===== src/design/usb_power_pkg.sv =====
/*
 * shared constants and types for the host-mode bus power control block:
 * register indices and byte addresses, field positions, reset values, carriers.
 * assumes a 32-bit apb slave port with 12-bit byte addresses.
 */
package usb_power_pkg;

   // register indices; byte address is four times the index
   localparam logic [11:0] BPC_IDX         = 12'h001;
   localparam logic [11:0] ROLE_IDX        = 12'h003;
   localparam logic [11:0] BPC_ADDR        = {BPC_IDX[9:0], 2'b00};
   localparam logic [11:0] ROLE_ADDR       = {ROLE_IDX[9:0], 2'b00};

   // bus_power_control field positions
   localparam int          BPC_PWRDN_BIT   = 0;
   localparam int          BPC_SUSPEND_BIT = 1;
   localparam int          BPC_RESUME_BIT  = 2;
   localparam int          BPC_RESET_BIT   = 3;
   localparam int          BPC_RSVD_LSB    = 4;
   localparam logic [1:0]  BPC_RSVD_VALUE  = 2'h2;
   localparam logic [7:0]  BPC_RESET_VALUE = 8'h20;

   // role_control_register field positions
   localparam int          ROLE_HOST_BIT   = 0;
   localparam int          ROLE_DM_BIT     = 1;
   localparam int          ROLE_DP_BIT     = 2;
   localparam logic [7:0]  ROLE_RESET_VALUE = 8'h00;

   localparam logic [31:0] APB_DATA_ZERO   = 32'h0000_0000;

   // what the control block asks of the line
   typedef struct packed {
      logic pwrdn;
      logic bus_reset;
      logic resume;
      logic suspend;
   } line_req_s;

   // registered drive of the two data lines
   typedef struct packed {
      logic dp_o;
      logic dp_oe;
      logic dm_o;
      logic dm_oe;
   } line_drive_s;

   localparam line_drive_s LINE_RELEASED = '{dp_o: 1'b0, dp_oe: 1'b0, dm_o: 1'b0, dm_oe: 1'b0};
   localparam line_drive_s LINE_SE0      = '{dp_o: 1'b0, dp_oe: 1'b1, dm_o: 1'b0, dm_oe: 1'b1};
   localparam line_drive_s LINE_K        = '{dp_o: 1'b0, dp_oe: 1'b1, dm_o: 1'b1, dm_oe: 1'b1};

endpackage


===== src/design/usb_line_driver.sv =====
/*
 * registered driver for the two usb data lines: turns the control request into
 * se0 (bus reset), k state (resume) or released lines.
 * assumes external pull resistors define the idle level while released.
 */
`timescale 1ns/1ps
module usb_line_driver
   import usb_power_pkg::*;
(
   // clock and reset
   input  wire logic        ref_clk,
   input  wire logic        reset_n,
   // request from the control register
   input  wire line_req_s   req,
   // line drive and transceiver power
   output line_drive_s      drive,
   output logic             phy_power_down
);

   line_drive_s drive_r;
   line_drive_s drive_nxt;
   logic        pwrdn_r;
   logic        pwrdn_nxt;

   always_comb
   begin
      pwrdn_nxt = req.pwrdn;
      // a powered-down transceiver cannot drive, so it wins over all signaling
      if (req.pwrdn)
      begin
         drive_nxt = LINE_RELEASED;
      end
      else if (req.bus_reset)
      begin
         drive_nxt = LINE_SE0;
      end
      else if (req.resume)
      begin
         drive_nxt = LINE_K;
      end
      else
      begin
         // suspended or idle: lines released, pulls hold the level
         drive_nxt = LINE_RELEASED;
      end
   end

   always_ff @(posedge ref_clk or negedge reset_n)
   begin
      if (!reset_n)
      begin
         drive_r <= LINE_RELEASED;
         pwrdn_r <= 1'b0;
      end
      else
      begin
         drive_r <= drive_nxt;
         pwrdn_r <= pwrdn_nxt;
      end
   end

   assign drive          = drive_r;
   assign phy_power_down = pwrdn_r;

endmodule


===== src/design/usb_bus_power_control.sv =====
/*
 * host-mode bus power control register behind an apb slave, steering bus
 * reset, resume and suspend signaling and the transceiver power-down.
 * assumes line inputs synchronous to ref_clk and a single 25 mhz clock.
 */
// Notes on behaviour
// [RULE1] the power control register is eight bits wide and reads 0x20 after reset.
// [RULE2] bits 5:4 always read 0x2 and ignore writes; software keeps them on read-modify-write.
// [RULE3] in host mode bus reset is driven on the lines while the reset bit holds 1.
// [RULE4] in host mode writing 0 to the reset bit stops bus reset at once.
// [RULE5] in host mode setting the resume bit while suspended starts resume signaling.
// [RULE6] in host mode writing 0 to the resume bit ends resume signaling.
// [RULE7] software clears the resume bit 20 ms after setting it; hardware never times it.
// [RULE8] in host mode the suspend bit is write-one-to-set and a written 0 does nothing.
// [RULE9] the transceiver is powered down while its bit is 1 and a written 0 does nothing.
// [RULE10] the block leaves reset in device mode; host meanings apply only once host mode is selected.
// [RULE11] reserved at 5:4, reset at 3, resume at 2, suspend at 1, power-down at 0.
`timescale 1ns/1ps
module usb_bus_power_control
   import usb_power_pkg::*;
(
   // clock and reset
   input  wire logic        ref_clk,
   input  wire logic        reset_n,
   // apb slave
   input  wire logic        psel,
   input  wire logic        penable,
   input  wire logic        pwrite,
   input  wire logic [11:0] paddr,
   input  wire logic [31:0] pwdata,
   input  wire logic [3:0]  pstrb,
   output logic             pready,
   output logic [31:0]      prdata,
   output logic             pslverr,
   // usb data lines
   input  wire logic        usb_dp_i,
   input  wire logic        usb_dm_i,
   output logic             usb_dp_o,
   output logic             usb_dp_oe,
   output logic             usb_dm_o,
   output logic             usb_dm_oe,
   // transceiver and status
   output logic             phy_power_down,
   output logic             host_mode,
   output logic             bus_suspended
);

   // apb response state
   logic        pready_r;
   logic        pready_nxt;
   logic [31:0] prdata_r;
   logic [31:0] prdata_nxt;
   logic        pslverr_r;
   logic        pslverr_nxt;

   // control state
   logic        host_r;
   logic        host_nxt;
   logic        rst_sig_r;
   logic        rst_sig_nxt;
   logic        resume_r;
   logic        resume_nxt;
   logic        suspend_r;
   logic        suspend_nxt;
   logic        pwrdn_r;
   logic        pwrdn_nxt;
   logic [1:0]  line_r;
   logic [1:0]  line_nxt;

   logic        setup;
   logic        access;
   logic        wr_bpc;
   logic        wr_role;
   logic        lane0;
   logic [7:0]  bpc_view;
   logic [7:0]  role_view;
   line_req_s   req;
   line_drive_s drive;

   assign setup   = psel && !penable;
   // a write lands only at the edge that completes the access phase
   assign access  = psel && penable && pready_r;
   assign lane0   = pstrb[0];
   assign wr_bpc  = access && pwrite && lane0 && (paddr == BPC_ADDR);
   assign wr_role = access && pwrite && lane0 && (paddr == ROLE_ADDR);

   always_comb
   begin
      bpc_view                             = 8'h00;
      bpc_view[BPC_RSVD_LSB +: 2]          = BPC_RSVD_VALUE; // RULE2
      bpc_view[BPC_RESET_BIT]              = rst_sig_r; // RULE11
      bpc_view[BPC_RESUME_BIT]             = resume_r;
      bpc_view[BPC_SUSPEND_BIT]            = suspend_r;
      bpc_view[BPC_PWRDN_BIT]              = pwrdn_r;
      role_view                            = ROLE_RESET_VALUE;
      role_view[ROLE_HOST_BIT]             = host_r;
      role_view[ROLE_DM_BIT]               = line_r[0];
      role_view[ROLE_DP_BIT]               = line_r[1];
   end

   // apb answer: no wait state, ready is registered from the setup cycle, so every bus output comes from a flip-flop
   always_comb
   begin
      pready_nxt  = 1'b0;
      prdata_nxt  = prdata_r;
      pslverr_nxt = 1'b0;
      if (setup)
      begin
         pready_nxt = 1'b1;
         prdata_nxt = APB_DATA_ZERO;
         if (paddr == BPC_ADDR)
         begin
            prdata_nxt[7:0] = bpc_view; // RULE1
         end
         else if (paddr == ROLE_ADDR)
         begin
            prdata_nxt[7:0] = role_view;
         end
         else
         begin
            pslverr_nxt = 1'b1;
         end
      end
      else if (psel && penable && !pready_r)
      begin
         // master entered access without a fresh setup edge seen: answer at the next edge
         pready_nxt = 1'b1;
      end
   end

   always_comb
   begin
      host_nxt    = host_r;
      rst_sig_nxt = rst_sig_r;
      resume_nxt  = resume_r;
      suspend_nxt = suspend_r;
      pwrdn_nxt   = pwrdn_r;
      line_nxt    = {usb_dp_i, usb_dm_i};

      if (wr_role)
      begin
         host_nxt = pwdata[ROLE_HOST_BIT]; // RULE10
      end

      if (wr_bpc)
      begin
         // power-down only ever sets; a 0 leaves it alone until reset
         if (pwdata[BPC_PWRDN_BIT])
         begin
            pwrdn_nxt = 1'b1; // RULE9
         end
         if (host_r)
         begin
            rst_sig_nxt = pwdata[BPC_RESET_BIT]; // RULE3 RULE4
            if (!pwdata[BPC_RESUME_BIT])
            begin
               // end of resume wakes the bus, unless suspend is set again below
               if (resume_r)
               begin
                  suspend_nxt = 1'b0;
               end
               resume_nxt = 1'b0; // RULE6
            end
            else if (suspend_r)
            begin
               // no timer here: resume lasts until software writes 0
               resume_nxt = 1'b1; // RULE5 RULE7
            end
            if (pwdata[BPC_SUSPEND_BIT])
            begin
               suspend_nxt = 1'b1; // RULE8
            end
         end
      end

      // dropping host mode returns the reset, resume and suspend bits to their device-mode rest state
      if (wr_role && !pwdata[ROLE_HOST_BIT])
      begin
         rst_sig_nxt = 1'b0; // RULE10
         resume_nxt  = 1'b0;
         suspend_nxt = 1'b0;
      end
   end

   always_ff @(posedge ref_clk or negedge reset_n)
   begin
      if (!reset_n)
      begin
         pready_r  <= 1'b0;
         prdata_r  <= APB_DATA_ZERO;
         pslverr_r <= 1'b0;
         host_r    <= 1'b0; // RULE10
         rst_sig_r <= BPC_RESET_VALUE[BPC_RESET_BIT]; // RULE1
         resume_r  <= BPC_RESET_VALUE[BPC_RESUME_BIT];
         suspend_r <= BPC_RESET_VALUE[BPC_SUSPEND_BIT];
         pwrdn_r   <= BPC_RESET_VALUE[BPC_PWRDN_BIT];
         line_r    <= 2'h0;
      end
      else
      begin
         pready_r  <= pready_nxt;
         prdata_r  <= prdata_nxt;
         pslverr_r <= pslverr_nxt;
         host_r    <= host_nxt;
         rst_sig_r <= rst_sig_nxt;
         resume_r  <= resume_nxt;
         suspend_r <= suspend_nxt;
         pwrdn_r   <= pwrdn_nxt;
         line_r    <= line_nxt;
      end
   end

   // signaling only reaches the lines while host mode is selected
   always_comb
   begin
      req.pwrdn     = pwrdn_r; // RULE9
      req.bus_reset = host_r && rst_sig_r; // RULE3
      req.resume    = host_r && resume_r; // RULE5
      req.suspend   = host_r && suspend_r;
   end

   usb_line_driver u_line_driver (
      .ref_clk        (ref_clk),
      .reset_n        (reset_n),
      .req            (req),
      .drive          (drive),
      .phy_power_down (phy_power_down)
   );

   assign pready        = pready_r;
   assign prdata        = prdata_r;
   assign pslverr       = pslverr_r;
   assign usb_dp_o      = drive.dp_o;
   assign usb_dp_oe     = drive.dp_oe;
   assign usb_dm_o      = drive.dm_o;
   assign usb_dm_oe     = drive.dm_oe;
   assign host_mode     = host_r;
   assign bus_suspended = suspend_r;

endmodule


===== config.mk =====
export PLATFORM = sky130hd
export DESIGN_NAME = usb_bus_power_control
export DESIGN_NICKNAME = d
export VERILOG_FILES = /design/src/design/usb_power_pkg.sv /design/src/design/usb_line_driver.sv /design/src/design/usb_bus_power_control.sv
export SDC_FILE = /design/constraint.sdc
export NUM_CORES = 1
export LEC_CHECK = 0
export BUFFER_PORTS_ARGS = -buffer_cell sky130_fd_sc_hd__clkbuf_2
export CAP_MARGIN = 40
export CORE_ASPECT_RATIO = 0.9
export CORE_MARGIN = 4
export CORE_UTILIZATION = 35
export DETAILED_ROUTE_END_ITERATION = 10
export GPL_ROUTABILITY_DRIVEN = 0
export PLACE_DENSITY_LB_ADDON = 0.2
export SETUP_SLACK_MARGIN = 0.4
export SKIP_CTS_REPAIR_TIMING = 1
export SYNTH_ARGS = -nofsm -noshare
export SYNTH_HDL_FRONTEND = slang
export SYNTH_SLANG_ARGS = --single-unit

===== constraint.sdc =====
create_clock -name ref_clk -period 2.2 [get_ports ref_clk]
set_input_delay 0.33 -clock ref_clk [delete_from_list [all_inputs] [get_ports ref_clk]]
set_output_delay 0.33 -clock ref_clk [all_outputs]
set_load 0.005 [all_outputs]

==> impl.org <==
** Run status
- The run finished with clean final reports.

** Critical path
- Arrival time of data at the critical path endpoint :: 1.54 ns
- Crit path max fanout :: 6
- Traced cell by cell, the critical path runs through and4b_1 > nand4_4 > nor2_1 > mux2_2.
- Startpoint type of the worst setup path :: register
- Worst path buffer plus inverter count :: 0
- Slowest cell on crit path :: sky130_fd_sc_hd__dfrtp_1
- Sort of element at the end of the critical path :: register
- Critical Path RT :: 2.38 ns
- In this design, the stage delay of the slowest critical-path cell is 0.37 ns.
- CP Class :: register to register
- Crit path max-delay family :: simple AND/OR/NAND/NOR gates

** Logic synthesis
- Counting flops with a built-in enable in the synthesized netlist gives 0.
- The Yosys step of the flow raised 0 warnings.
- Flip-flop and latch count after synthesis :: 17
- Synthesis produced 91 cells.
- In the synthesized netlist the async set-or-reset flop fraction comes to 1.000.
- A synthesized cell averages 10.83 um^2.
- In the synthesized netlist the dominant register cell turns out to be sky130_fd_sc_hd__dfrtp_1.
- Of the synthesized area, sequential elements account for 0.4315.
- After synthesis the cells add up to 985.9 um^2.
- The netlist uses 30 different library cells.

** Global routing
- Maximum number of pins on one net before global-route repair :: 18
- Overflow left after global routing :: 0
- Gr usage total :: 0.09827
- Initial antenna violation count :: 0
- First-pass GRT wire length :: 2877 um
- The number of global-route vias before repair was 671.

** Clock network
- Clock-pin slew was measured on the worst setup and hold paths at 0.09 ns.
- Clk root buf :: sky130_fd_sc_hd__clkbuf_4
- The later pin in the worst-skew pair is clocked with a latency of 0.28 ns.
- TritonCTS created 3 clock buffers.
- TritonCTS clock tree :: built
- In this run the deepest clock path goes through 2 buffers.
- In this run the number of H-tree levels came out at 1.
- Number of sinks driven by the clock tree :: 17

** Place
- In this run the tool buffered the top-level ports with 36 buffer cells.
- The HPWL after detailed placement is 1611 um.

** Routing
- For this block, the via count after detailed routing is 685.
- 1st-pass router iterations :: 4
- For this run, design rule violations remaining after detail routing come to 0.
- The detail route stage leaves a number of antenna-violating nets equal to 0.
- Average wire per standard cell :: 11.06 um
- After the first detailed-routing iteration, the DRC count stood at 10.
- After detailed routing, the number of vias per cell comes to 4.102.
- Aggregate routed wire length :: 1847 um

** STA
- Sum of negative setup slack :: 0 ns
- Worst-case clock skew :: 0.006419 ns
- Total count of max-transition violations in the final report :: 0
- Based on the critical path, the design can be clocked at up to 732.3 MHz.
- Dividing the final minimum period by the clock period gives 0.6207.
- For the finished layout, the period the worst path requires is 1.366 ns.
- Final Hold Fails :: 0
- Setup violations remaining at the end of the flow were counted as 0.
- Unrepaired setup endpoints after global routing :: false

** Flow run
- Number of maximum-capacitance violations :: 0

** Power and ir drop
- Leak :: 0.6231 nW
- Summing internal, switching and leakage power gives 0.5408 mW.
- Maximum ir drop on the vdd rail :: 0.3087 mV
- For this design the ratio of total power to cell area is 479.2 nW/um^2.

** Die
- For this design the top-level I/O count stands at 96.
- The die is 58.35 um tall.
- Core area :: 2574 um^2
- Effective utilization at floorplan :: 0.3831
- Row generation in the floorplan step produced 17 rows.
- Chip width :: 63.95 um
- Die area :: 3731 um^2

** Worst hold path
- The path class of the tightest hold or removal check is input port to register.

** Layout
- Ant. Diodes :: 0
- Compared with the post-synthesis result, the final layout area differs by 14.47%.
- After the last flow step, the layout net total stands at 185.
- Share of cells above drive strength 1 :: 0.3566
- Filler cell count :: 270
## registers in the layout (all words and copies together), names as in the netlist
register / flops
host_mode: 1
pslverr: 1
pready: 1
pwrdn_r: 1
line_r: 2
u_line_driver.drive: 2
rst_sig_r: 1
bus_suspended: 1
prdata: 5
u_line_driver.phy_power_down: 1
resume_r: 1
## final timing paths
path / depth (start not counted) / end / startpoint / slack (ns)
max in group asynchronous: 2 / u_line_driver.drive[1] / reset_n / 1.41
max reg2reg: 4 / host_mode / pready / 0.83
min reg2reg: 0 / u_line_driver.phy_power_down / pwrdn_r / 0.46
max: 4 / host_mode / pready / 0.83
min: 1 / line_r[0] / usb_dm_i / 0.15
min in group asynchronous: 2 / rst_sig_r / reset_n / 0.50
## placed cells by master (no fill, tap or decap)
cell type | Yosys | final
sky130_fd_sc_hd__a21bo_2 | 1 | 1
sky130_fd_sc_hd__a21boi_0 | 1 | 1
sky130_fd_sc_hd__a21o_1 | 2 | 2
sky130_fd_sc_hd__a21o_2 | 1 | 1
sky130_fd_sc_hd__a22o_1 | 2 | 2
sky130_fd_sc_hd__a31oi_1 | 1 | 1
sky130_fd_sc_hd__and4b_1 | 1 | 1
sky130_fd_sc_hd__and4bb_2 | 1 | 1
sky130_fd_sc_hd__clkbuf_1 | 0 | 1
sky130_fd_sc_hd__clkbuf_2 | 0 | 36
sky130_fd_sc_hd__clkbuf_4 | 0 | 3
sky130_fd_sc_hd__conb_1 | 1 | 28
sky130_fd_sc_hd__dfrtp_1 | 17 | 17
sky130_fd_sc_hd__dlygate4sd3_1 | 0 | 1
sky130_fd_sc_hd__inv_1 | 2 | 2
sky130_fd_sc_hd__mux2_2 | 1 | 1
sky130_fd_sc_hd__mux2i_1 | 3 | 3
sky130_fd_sc_hd__nand2_1 | 5 | 5
sky130_fd_sc_hd__nand2b_1 | 3 | 3
sky130_fd_sc_hd__nand3_1 | 1 | 1
sky130_fd_sc_hd__nand4_4 | 1 | 1
sky130_fd_sc_hd__nand4b_1 | 1 | 1
sky130_fd_sc_hd__nor2_1 | 4 | 4
sky130_fd_sc_hd__nor3_1 | 1 | 1
sky130_fd_sc_hd__nor3b_1 | 1 | 1
sky130_fd_sc_hd__nor4_4 | 1 | 1
sky130_fd_sc_hd__nor4b_1 | 1 | 1
sky130_fd_sc_hd__nor4b_4 | 1 | 1
sky130_fd_sc_hd__o21ai_0 | 4 | 4
sky130_fd_sc_hd__o21bai_1 | 1 | 1
sky130_fd_sc_hd__o31a_1 | 1 | 1
sky130_fd_sc_hd__o31ai_1 | 1 | 1
## metal layers
metal,wire [um],track usage
met5,0,0
met4,0,0.01538
met3,156,0.03817
met2,904,0.1753
met1,786,0.1142
## Yosys cell counts (all sizes together), types with 2 or more instances
cell type	instances	area, um^2
a21o	3	23.77
a22o	2	17.52
buf	30	222.7
dfrtp	17	425.4
inv	2	7.510
mux2i	3	30.03
nand2	5	18.77
nand2b	3	18.77
nor2	4	15.01
nor4b	2	32.53
o21ai	4	20.02
## cell families after synthesis
group / count (synthesis) / share of synthesized area
and+or+nand+nor: 22 / 0.1789
other: 1 / 0.003803
buffers and inverters: 32 / 0.2335
DFF: 17 / 0.4315
muxes: 4 / 0.04188
AOI/OAI and AO/OA: 15 / 0.1104
## worst reg2reg max path, cell delays in order, from the launching register on
cell,delay [ns]
sky130_fd_sc_hd__dfrtp_1,0.37
sky130_fd_sc_hd__and4b_1,0.26
sky130_fd_sc_hd__nand4_4,0.15
sky130_fd_sc_hd__nor2_1,0.14
sky130_fd_sc_hd__mux2_2,0.34
## per-stage QoR
step	cells	hold WS (ns)	worst slack [ns]	utilization	instance area, um^2
after global routing	167	0.1253	0.7630	0.4385	1129
final	167	0.1450	0.8345	0.4385	1129
after floorplan	118	0.03441	0.8058	-	1087
after detailed placement	162	0.2854	0.6032	0.4244	1092
after CTS	166	-0.03479	0.8158	0.4346	1119
after global placement	162	0.2805	0.6241	0.4244	1092
## final cells by class
cell class | instances | area, um^2 | share of cell area
flip-flops and latches | 17 | 425.4 | 0.3769
well taps | 38 | 47.55 | 0.04213
multi-input cells | 69 | 431.7 | 0.3825
inverters | 2 | 7.507 | 0.006652
clock buffers | 4 | 26.28 | 0.02328
repair buffers | 37 | 190.2 | 0.1685
## report_power, final
part,internal (mW),leakage (nW),switching [mW]
sequential,0.316,0.230,0.00151
combinational,0.0258,0.378,0.0379
clock,0.0703,0.0150,0.0891
(Power assumes the default switching activity.)
